## src/include/uart_line_control_defines.vh

```
`ifndef UART_LINE_CONTROL_DEFINES_VH
`define UART_LINE_CONTROL_DEFINES_VH

// Register byte addresses
`define ADDR_DATA 32'hffff0700
`define ADDR_IRQ_DIVHI 32'hffff0704
`define ADDR_LINE_CONTROL 32'hffff070c
`define ADDR_AUX_LINE_CONTROL 32'hffff0710
`define ADDR_LINE_STATUS 32'hffff0714

// Reset values
`define RST_LINE_CONTROL 8'h00
`define RST_AUX_LINE_CONTROL 8'h00
`define RST_LINE_STATUS 8'h60

// line_control fields
`define LC_DIVISOR_ACCESS 7
`define LC_BREAK_FORCE 6
`define LC_STICK_PARITY 5
`define LC_PARITY_EVEN_SELECT 4
`define LC_PARITY_ENABLE 3
`define LC_STOP_SELECT 2
`define LC_WORD_LENGTH_HI 1
`define LC_WORD_LENGTH_LO 0

// aux_line_control fields
`define AUX_RX_SOURCE_HI 7
`define AUX_RX_SOURCE_LO 6
`define AUX_LOOPBACK 4
`define RX_SOURCE_LIN 2'h0
`define RX_SOURCE_GPIO5 2'h2

// line_status fields
`define LS_TRANSMITTER_EMPTY 6
`define LS_TX_HOLDING_EMPTY 5
`define LS_BREAK_FLAG 4
`define LS_FRAMING_ERROR 3
`define LS_PARITY_ERROR 2
`define LS_OVERRUN 1
`define LS_RX_DATA_READY 0

// Oversample ticks per bit time
`define TICKS_PER_BIT 6'h10
`define TICKS_HALF_BIT 6'h08
`define TICKS_STOP_ONE_HALF 6'h18
`define TICKS_STOP_TWO 6'h20

`endif

```

## src/uart_line_control.v

```verilog
// Functional notes
// - divisor_access set maps shared slots to divisor bytes, else data and irq enable.
// - break_force holds the transmit pin at 0 while set.
// - stick parity with parity enable sends parity equal to even-select bit.
// - even-select set gives even parity, cleared odd, for send and check.
// - parity enable adds a parity bit on transmit and checks it on receive.
// - word length 5..8 bits; stop select gives 1.5 (5-bit) or 2 stop bits.
// - receiver validates only the first stop bit.
// - receive source 00 is LIN input, 10 is general-purpose pin 5.
// - loopback bit enables loopback and holds the transmit pin high unless break_force is set.
// - line status is read-only, 8 bits, resets to 0x60.
// - transmit, receive and divisor low byte share one address.
// - both transmit-empty flags set when empty, clear on transmit data write.
// - data-ready sets when receive data fills, clears on receive data read.
// - status bits 4..1 flag break, framing, parity and overrun errors.
`include "uart_line_control_defines.vh"
module uart_line_control
(
   input wire ref_clk,
   input wire rst_n,
   input wire [31:0] busAddr,
   input wire busWrite,
   input wire busRead,
   input wire [7:0] busWdata,
   output reg [7:0] busRdata,
   input wire linRxIn,
   input wire gpio5RxIn,
   output wire txOut
);
   localparam [4:0] S_IDLE = 5'h01;
   localparam [4:0] S_START = 5'h02;
   localparam [4:0] S_DATA = 5'h04;
   localparam [4:0] S_PARITY = 5'h08;
   localparam [4:0] S_STOP = 5'h10;

   reg [7:0] lineControl, auxLineControl, irqEnable, divisorLow, divisorHigh;
   reg [7:0] txHolding, txShift, rxData, rxShift;
   reg txHoldingEmpty, dataReady, overrun, parityError, framingError, breakFlag;
   reg [15:0] divCount;
   reg [1:0] linSync, gpioSync;
   reg [4:0] txState, rxState;
   reg [5:0] txTicks, rxTicks;
   reg [2:0] txBit, rxBit;
   reg txLine, rxParity, rxPrev;

   wire divisor_access = lineControl[`LC_DIVISOR_ACCESS];
   wire loopback = auxLineControl[`AUX_LOOPBACK];
   wire [1:0] rxSource = auxLineControl[`AUX_RX_SOURCE_HI:`AUX_RX_SOURCE_LO];
   wire [2:0] lastBit = {1'b1, lineControl[`LC_WORD_LENGTH_HI:`LC_WORD_LENGTH_LO]};
   wire [7:0] wordMask = 8'hff >> (3'h3 - {1'b0, lineControl[`LC_WORD_LENGTH_HI:`LC_WORD_LENGTH_LO]});
   wire parityOn = lineControl[`LC_PARITY_ENABLE];
   wire evenSel = lineControl[`LC_PARITY_EVEN_SELECT];
   wire stick = lineControl[`LC_STICK_PARITY];

   wire accData = (busAddr == `ADDR_DATA) && !divisor_access;
   wire accDivLow = (busAddr == `ADDR_DATA) && divisor_access;
   wire accDivHigh = (busAddr == `ADDR_IRQ_DIVHI) && divisor_access;
   wire accIrq = (busAddr == `ADDR_IRQ_DIVHI) && !divisor_access;
   wire txWrite = busWrite && accData;
   wire rxRead = busRead && accData;
   wire statusRead = busRead && (busAddr == `ADDR_LINE_STATUS);

   // Divisor 0 behaves as 1 so the tick never stalls
   wire [15:0] divisor = {divisorHigh, divisorLow};
   wire tick = (divCount == 16'h0000);
   wire transmitterEmpty = txHoldingEmpty && txState[0];

   // Stick parity sends the even-select bit as a constant
   function parityBit;
      input [7:0] data;
      begin
         parityBit = stick ? evenSel : (evenSel ? ^data : ~^data);
      end
   endfunction

   wire [7:0] lineStatus = {1'b0, transmitterEmpty, txHoldingEmpty, breakFlag, framingError,
      parityError, overrun, dataReady};
   wire rxExternal = (rxSource == `RX_SOURCE_GPIO5) ? gpioSync[1] : linSync[1];
   wire rxLine = loopback ? txLine : rxExternal;
   assign txOut = lineControl[`LC_BREAK_FORCE] ? 1'b0 : (loopback ? 1'b1 : txLine);

   wire [5:0] stopTicks = !lineControl[`LC_STOP_SELECT] ? `TICKS_PER_BIT :
      (lastBit == 3'h4 ? `TICKS_STOP_ONE_HALF : `TICKS_STOP_TWO);

   always @(posedge ref_clk)
   begin
      if (!rst_n)
      begin
         lineControl <= `RST_LINE_CONTROL;
         auxLineControl <= `RST_AUX_LINE_CONTROL;
         irqEnable <= 8'h00;
         divisorLow <= 8'h00;
         divisorHigh <= 8'h00;
         busRdata <= 8'h00;
         linSync <= 2'h3;
         gpioSync <= 2'h3;
         divCount <= 16'h0000;
      end
      else
      begin
         linSync <= {linSync[0], linRxIn};
         gpioSync <= {gpioSync[0], gpio5RxIn};
         divCount <= tick ? ((divisor == 16'h0000) ? 16'h0000 : divisor - 16'h0001) : divCount - 16'h0001;
         if (busWrite && busAddr == `ADDR_LINE_CONTROL)
            lineControl <= busWdata;
         if (busWrite && busAddr == `ADDR_AUX_LINE_CONTROL)
            auxLineControl <= busWdata;
         if (busWrite && accIrq)
            irqEnable <= busWdata;
         if (busWrite && accDivLow)
            divisorLow <= busWdata;
         if (busWrite && accDivHigh)
            divisorHigh <= busWdata;
         if (busRead)
         begin
            if (accData)
               busRdata <= rxData;
            else if (accDivLow)
               busRdata <= divisorLow;
            else if (accDivHigh)
               busRdata <= divisorHigh;
            else if (accIrq)
               busRdata <= irqEnable;
            else if (busAddr == `ADDR_LINE_CONTROL)
               busRdata <= lineControl;
            else if (busAddr == `ADDR_AUX_LINE_CONTROL)
               busRdata <= auxLineControl;
            else if (busAddr == `ADDR_LINE_STATUS)
               busRdata <= lineStatus;
            else
               busRdata <= 8'h00;
         end
      end
   end

   // Transmitter: holding register feeds the shifter when it goes idle
   always @(posedge ref_clk)
   begin
      if (!rst_n)
      begin
         txHolding <= 8'h00;
         txShift <= 8'h00;
         txHoldingEmpty <= 1'b1;
         txState <= S_IDLE;
         txTicks <= 6'h00;
         txBit <= 3'h0;
         txLine <= 1'b1;
      end
      else
      begin
         if (txWrite)
         begin
            txHolding <= busWdata;
            txHoldingEmpty <= 1'b0;
         end
         else if (txState[0] && !txHoldingEmpty)
            txHoldingEmpty <= 1'b1;
         if (txState[0] && tick)
            txTicks <= 6'h00;
         else if (tick)
            txTicks <= txTicks + 6'h01;
         case (txState)
            S_IDLE:
            begin
               txLine <= 1'b1;
               if (!txHoldingEmpty)
               begin
                  txShift <= txHolding & wordMask;
                  txState <= S_START;
                  txTicks <= 6'h00;
                  txLine <= 1'b0;
               end
            end
            S_START:
               if (tick && txTicks == `TICKS_PER_BIT - 6'h01)
               begin
                  txTicks <= 6'h00;
                  txBit <= 3'h0;
                  txLine <= txShift[0];
                  txState <= S_DATA;
               end
            S_DATA:
               if (tick && txTicks == `TICKS_PER_BIT - 6'h01)
               begin
                  txTicks <= 6'h00;
                  txBit <= txBit + 3'h1;
                  if (txBit == lastBit)
                  begin
                     txLine <= parityOn ? parityBit(txShift) : 1'b1;
                     txState <= parityOn ? S_PARITY : S_STOP;
                  end
                  else
                     txLine <= txShift[txBit + 3'h1];
               end
            S_PARITY:
               if (tick && txTicks == `TICKS_PER_BIT - 6'h01)
               begin
                  txTicks <= 6'h00;
                  txLine <= 1'b1;
                  txState <= S_STOP;
               end
            S_STOP:
               if (tick && txTicks == stopTicks - 6'h01)
                  txState <= S_IDLE;
            default:
               txState <= S_IDLE;
         endcase
      end
   end

   // Receiver: 16 ticks per bit, sampling mid-bit
   always @(posedge ref_clk)
   begin
      if (!rst_n)
      begin
         rxState <= S_IDLE;
         rxTicks <= 6'h00;
         rxBit <= 3'h0;
         rxShift <= 8'h00;
         rxParity <= 1'b0;
         rxPrev <= 1'b1;
         rxData <= 8'h00;
         dataReady <= 1'b0;
         overrun <= 1'b0;
         parityError <= 1'b0;
         framingError <= 1'b0;
         breakFlag <= 1'b0;
      end
      else
      begin
         rxPrev <= rxLine;
         // Status reads clear errors; a new event in that cycle still lands
         if (statusRead)
         begin
            overrun <= 1'b0;
            parityError <= 1'b0;
            framingError <= 1'b0;
            breakFlag <= 1'b0;
         end
         if (rxRead)
            dataReady <= 1'b0;
         if (tick)
            rxTicks <= rxTicks + 6'h01;
         case (rxState)
            S_IDLE:
               if (rxPrev && !rxLine)
               begin
                  rxTicks <= 6'h00;
                  rxState <= S_START;
               end
            S_START:
               if (tick && rxTicks == `TICKS_HALF_BIT - 6'h01)
               begin
                  rxTicks <= 6'h00;
                  rxBit <= 3'h0;
                  rxShift <= 8'h00;
                  rxState <= rxLine ? S_IDLE : S_DATA;
               end
            S_DATA:
               if (tick && rxTicks == `TICKS_PER_BIT - 6'h01)
               begin
                  rxTicks <= 6'h00;
                  rxShift[rxBit] <= rxLine;
                  rxBit <= rxBit + 3'h1;
                  if (rxBit == lastBit)
                     rxState <= parityOn ? S_PARITY : S_STOP;
               end
            S_PARITY:
               if (tick && rxTicks == `TICKS_PER_BIT - 6'h01)
               begin
                  rxTicks <= 6'h00;
                  rxParity <= rxLine;
                  rxState <= S_STOP;
               end
            S_STOP:
               if (tick && rxTicks == `TICKS_PER_BIT - 6'h01)
               begin
                  // Only this first stop bit is judged
                  rxState <= S_IDLE;
                  rxData <= rxShift;
                  dataReady <= 1'b1;
                  if (dataReady && !rxRead)
                     overrun <= 1'b1;
                  if (!rxLine)
                     framingError <= 1'b1;
                  if (parityOn && rxParity != parityBit(rxShift))
                     parityError <= 1'b1;
                  if (!rxLine && rxShift == 8'h00 && (!parityOn || !rxParity))
                     breakFlag <= 1'b1;
               end
            default:
               rxState <= S_IDLE;
         endcase
      end
   end
endmodule

```

## config.mk

```make
export PLATFORM = sky130hd
export DESIGN_NAME = uart_line_control
export DESIGN_NICKNAME = d
export VERILOG_FILES = /design/src/uart_line_control.v
export VERILOG_INCLUDE_DIRS = /design/src /design/src/include
export SDC_FILE = /design/constraint.sdc
export NUM_CORES = 1
export LEC_CHECK = 0
export BUFFER_PORTS_ARGS = -buffer_cell sky130_fd_sc_hd__buf_4
export CAP_MARGIN = 20
export CELL_PAD_IN_SITES_DETAIL_PLACEMENT = 0
export CELL_PAD_IN_SITES_GLOBAL_PLACEMENT = 1
export CORE_ASPECT_RATIO = 1.1
export CORE_UTILIZATION = 45
export DETAILED_ROUTE_END_ITERATION = 6
export GPL_TIMING_DRIVEN = 0
export PLACE_DENSITY_LB_ADDON = 0.1
export SETUP_SLACK_MARGIN = 0.15
export SLEW_MARGIN = 20
export SYNTH_ARGS = -nofsm -noshare
export SYNTH_HDL_FRONTEND = slang
export SYNTH_SLANG_ARGS = --single-unit
```

## constraint.sdc

```tcl
create_clock -name ref_clk -period 2.7 [get_ports ref_clk]
set_clock_uncertainty 0.2 [all_clocks]
set_input_delay 0.135 -clock ref_clk [delete_from_list [all_inputs] [get_ports ref_clk]]
set_output_delay 0.135 -clock ref_clk [all_outputs]
set_load 0.05 [all_outputs]
```

-- Word-level counts from Yosys, hierarchy flattened
Index checks and enable logic that the tools add are counted.
Widths: inputs -> output; s select.
- multiply operators: 0
- add/sub/neg operators: 8
- div/mod/pow operators: 0
- bitwise logic cells: 2
- reductions and logical operators: 54
- equality and inequality tests: 35
- shifts and indexed selects: 1
- multiplexer cells: 87
- order comparisons: 3
- operators with widths (cell ; number):
    $eq 32x32->1 const B ; 5
    $mux 5 ; 13
    $mux 8 ; 8
    $mux 6 ; 10
    $pmux 5 s5 ; 2
    $mux 1 ; 37
    $logic_not 16->1 ; 2
    $mux 16 ; 2
    $sub 16x1->16 const B ; 2
    $logic_and 1x1->1 ; 25
    $ne 2x2->1 const B ; 12
    $pmux 6 s3 ; 1
    $pmux 8 s2 ; 1
    $reduce_xnor 8->1 ; 2
    $reduce_xor 8->1 ; 2
    $mux 3 ; 5
    $add 6x1->6 const B ; 2
    $eq 6x4->1 const B ; 2
    $pmux 3 s2 ; 2
    $pmux 6 s2 ; 1
    $reduce_and 6->1 ; 2
    $eq 5x1->1 const B ; 2
    $eq 5x2->1 const B ; 2
    $eq 5x3->1 const B ; 2
    other kinds (31) ; 46
- memories: 0
- memory bits (writable): 0
- bits in latches: 0
- bits of input ports: 46
- bits in registers: 137
- word-level logic and storage cells: 218
- bits in read-only memories: 0

-- Longest topological paths before layout
- depth in word-level cells: 9
- gate-level depth with buffers: 9
- gate-level depth less buffers: 8

-- Worst setup path after synthesis
No wires, ideal clock.
- kind: reg2reg
- start: reg divCount[5]
- end: reg rxData[0]
- buffers on the path: 2
- setup slack: 0.254 ns
- setup time: 0.132 ns
- cell stages (with the launch flop): 9
- arrival time: 2.114 ns
- cell sequence: dfxtp_1 or4_1 buf_2 nor4_4 nand4_1 or2_2 buf_2 nand2_1 a21oi_1
- cells in the longest elaborated chain, start to end: 3
- ends and longest elaborated chain (element ; RTL line ; RTL):
    from (decl) ; uart_line_control.v:39 ; reg [15:0] divCount;
    from (signal assigned) ; uart_line_control.v:103 ; divCount <= tick ? ((divisor == 16'h0000) ? 16'h0000 : divisor - 16'h0001) : divCount - 16'h0001;
    $logic_not 16->1 ; uart_line_control.v:65 ; wire tick = (divCount == 16'h0000);
    $logic_and 1x1->1 ; uart_line_control.v:276 ; if (tick && rxTicks == `TICKS_PER_BIT - 6'h01)
    $reduce_and 2->1 (no source line) ; -- ;
    to (signal assigned) ; uart_line_control.v:280 ; rxData <= rxShift;
    to (decl) ; uart_line_control.v:37 ; reg [7:0] txHolding, txShift, rxData, rxShift;
No other way between the ends.
A chain may end at the register's enable or synchronous reset.

-- Worst setup path after layout
- start: reg divCount[5]
- end: reg txState[2]
- cells in the longest elaborated chain, start to end: 4
- elaborated cells on any way between the ends: 8
- those cells by class: eq/ne (4); reduce/logical (4)
- ends and longest elaborated chain (element ; RTL line ; RTL):
    $logic_not 16->1 (*) ; uart_line_control.v:65 ;
    $logic_and 1x1->1 (on tied branches) ; -- ;
    $ne 2x2->1 (no source line) ; -- ;
    $reduce_and 6->1 (no source line) (*) ; -- ;
    to (signal assigned) ; uart_line_control.v:190 ; txState <= parityOn ? S_PARITY : S_STOP;
    to (decl) ; uart_line_control.v:41 ; reg [4:0] txState, rxState;
Every way passes the cells marked *; elsewhere a longest branch is shown, timed or not.

==> results.sh <==
export IMPL_synth_area_per_cell_um2=8.39
export IMPL_critical_path_top_delay_family="simple AND/OR/NAND/NOR gates"
export IMPL_synth_seq_area_share_pct=38.8
export IMPL_cts_path_max_buffers=2
export IMPL_synth_compound_area_share_pct=12.5
export IMPL_p_clk_share_pct=37.3
export IMPL_layout_drive_gt1_share_pct=16.8
export IMPL_required_ns=2.86
export IMPL_core_area_mm2=0.0152
export IMPL_powerDensity_mw_per_mm2=714
export IMPL_ys_ff_latch=137
export IMPL_hp_start="busWrite"
export IMPL_setup_violations=0
export IMPL_whs_endpoint="lineControl[0]"
export IMPL_synth_area_mux_share_pct=12.2
export IMPL_slew_viol_final=0
export IMPL_dr_pass1_iters=5
export IMPL_p_leak_nw=3.60
export IMPL_post_route_min_period_ns=2.51
export IMPL_netlist_area_leader_share_pct=38.8
export IMPL_cts_sinks=137
export IMPL_final_cell_area_mm2=0.00882
export IMPL_num_vias=6466
export IMPL_synthTopCellsByArea="dfxtp_1, mux2i_1, nor2_1, xnor2_1, nand2_1"
export IMPL_slowest_stage="or4_4"
export IMPL_routed_wl_um=20300
export IMPL_maxSlewHeadroom_pct=46.3
export IMPL_diodes=0
export IMPL_synth_simple_area_share_pct=23.5
export IMPL_timing_final_crit_share_pct=93.1
export IMPL_syn_nets=900
export IMPL_p_comb_share_pct=26.2
export IMPL_grt_first_pass_wirelength_um=31800
export IMPL_die_x_um=121
export IMPL_synth_area_leader_cell="dfxtp_1"
export IMPL_gp_congestion=0.888
export IMPL_synthTopCellsByCount="dfxtp_1, nor2_1, nand2_1, mux2i_1, a21oi_1"
export IMPL_max_slew_worst_pin_slew_ns=0.805
export IMPL_drc_errors=0
export IMPL_status="completed"
export IMPL_htreeDepth=4
export IMPL_cp_arrival_ns=2.67
export IMPL_r2r_start="divCount[5]"
export IMPL_grt_max_degree=17
export IMPL_switching_power_mw=1.87
export IMPL_track_usage_pct=25.7
export IMPL_synth_most_common_cell="dfxtp_1"
export IMPL_grt_overflow=0
export IMPL_ff2ff_setup_slack_ns=0.19
export IMPL_p_int_mw=4.43
export IMPL_rsz0062_at_grt="yes"
export IMPL_cts_inserted_buffers=17
export IMPL_timing_hold_violations_final=0
export IMPL_synth_top_family_by_area="simple AND/OR/NAND/NOR gates"
export IMPL_cp_max_fo=6
export IMPL_fillers=1376
export IMPL_cts_tree="yes"
export IMPL_synth_cell_types=62
export IMPL_ant_nets=0
export IMPL_synthesis_instances=842
export IMPL_placed_area_mm2=0.00770
export IMPL_p_seq_share_pct=36.5
export IMPL_antenna_found_initial=0
export IMPL_reg2regPathDepth=9
export IMPL_synthAdderAreaFrac_pct=2.13
export IMPL_slowest_delay_ns=0.51
export IMPL_timing_fmax_mhz=398
export IMPL_cap_violations=0
export IMPL_crit_top_cell="buf_6"
export IMPL_clk_pin_slew_ns=0.06
export IMPL_avgRoutedWirePerCell_um=17.6
export IMPL_portBuffers=52
export IMPL_grt_pass1_vias=6134
export IMPL_syn_to_final_growth_pct=25.0
export IMPL_synth_cell_area_mm2=0.00706
export IMPL_ioPinCount=55
export IMPL_ir_drop_uv=515
export IMPL_crit_chain="or4_4 -> buf_6 -> nor4_4 -> buf_6 -> and4_1 -> buf_6 -> o221ai_4 -> or3_1 -> a21oi_2"
export IMPL_avgViaCountPerCell=5.61
export IMPL_clkLatencyLatePin_ns=0.43
export IMPL_dp_final_hpwl_um=15000
export IMPL_critPathBufInv=3
export IMPL_holdCritPathClass="primary input to flop"
export IMPL_die_area_mm2=0.0162
export IMPL_drt_iter0_drc=406
export IMPL_r2r_end="txState[2]"
export IMPL_synth_edf_count=0
export IMPL_ys_flop_type="dfxtp_1"
export IMPL_ctsRootBufferMaster="clkbuf_16"
export IMPL_initial_core_util_pct=46.5
export IMPL_die_h_um=133
export IMPL_hold_depth=5
export IMPL_start_kind="flop"
export IMPL_crit_path_end_kind="flop"
export IMPL_synth_xor_area_share_pct=6.57
export IMPL_yosysWarningCount=0
export IMPL_nNetsFinal=1003
export IMPL_netSwitchingFraction_pct=29.6
export IMPL_async_reset_ff_share_pct=0
export IMPL_rows=47
export IMPL_final_core_util_pct=58.2
export IMPL_crit_type="flop to flop"
[repair_timing]
| action | in CTS | in global routing |
|---|---|---|
| hold buffers | 13 | 0 |
| cloned | 1 | 1 |
| resized for setup | 23 | 40 |
| pin swaps | 3 | 6 |
| setup endpoints to repair | 67 | 81 |
| hold endpoints to repair | 61 | 0 |
| buffers inserted | 8 | 9 |
[tightest hold or removal path, stage by stage]
cell	delay, ns
buf_4	0.14
nand4_1	0.09
buf_4	0.20
mux2i_1	0.09
nor2_1	0.07
[power groups by stage]
stage	registers (mW)	clock network [mW]	logic [mW]
after floorplan	2.30	0	0.965
after global placement	2.32	0	1.29
after detailed placement	2.33	0	1.31
after CTS	2.29	2.36	1.49
after global routing	2.32	2.46	1.79
final	2.30	2.35	1.65
[kinds of logic after synthesis]
family | after synthesis
AND/OR/NAND/NOR | 344
XOR/XNOR | 53
adder cells (fa/ha/maj) | 12
AO/OA/AOI/OAI | 137
multiplexers | 82
flip-flops | 137
buffers and inverters | 77
[area by class of cell]
cell class	instances	area [µm²]	share of cell area, %
well taps	196	245	2.78
repair buffers	84	672	7.61
plain buffers	50	240	2.72
multi-input cells	628	4230	48.0
clock inverters	10	125	1.42
clock buffers	21	460	5.22
inverters	27	101	1.15
flip-flops and latches	137	2750	31.1
[registers in the layout, indices dropped and copies added (netlist names), 5 cells and up]
name	flops
auxLineControl	8
busRdata	8
divCount	16
divisorHigh	8
divisorLow	8
irqEnable	8
lineControl	8
rxData	8
rxShift	8
rxState	5
rxTicks	6
txHolding	8
txShift	8
txState	5
txTicks	6
[through the flow]
stage / total power [mW] / setup WS (ns) / TNS (ns) / hold WS (ns) / instances
4_1_cts: 6.14 / 0.148 / 0 / 0.210 / 1143
3_5_place_dp: 3.64 / -0.494 / -21.13 / 0.125 / 1090
2_1_floorplan: 3.27 / 0.254 / 0 / 0.0365 / 842
5_1_grt: 6.56 / 0.103 / 0 / 0.157 / 1153
6_report: 6.30 / 0.188 / 0 / 0.126 / 1153
3_3_place_gp: 3.60 / -0.442 / -18.58 / 0.117 / 1090
[routing by layer]
metal,GRT usage (%),vias up,part of all wire [%]
li1,-,3158,-
met2,42.9,162,48
met5,0,-,0
met1,32.9,3117,45
met4,10.4,0,2.5
met3,4.02,29,4.1
[cells in the final DEF, fill, tap and decap left out, drive strengths merged, types with 5 or more instances in the layout]
cell and count:
nor4 14, nor2b 13, mux2 10, o21a 9, dlygate4sd3 13, a21oi 44, nand2 79, nand3 23
and2 6, or3 11, dfxtp 137, xnor2 37, ha 12, o21ai 24, a31oi 5, mux2i 70
a22oi 8, inv 27, nor3 22, o211ai 8, clkinv 7, buf 80, nand4 14, and3 8
clkbuf 62, o22ai 12, xor2 16, nor2 123, nand2b 5, nand3b 6
[how the worst max path moves through the flow]
stage                      startpoint          end  slack (ns)  depth (start not counted)
final                     divCount[5]   txState[2]        0.19                          9
after global placement    divCount[2]  parityError       -0.44                          7
after floorplan           divCount[5]    rxData[0]        0.25                          8
after CTS                 divCount[2]   rxShift[3]        0.15                          7
after global routing      divCount[5]   txState[2]        0.10                          9
after detailed placement  divCount[2]  parityError       -0.49                          7
No activity file was read; power rests on OpenSTA's default activity.
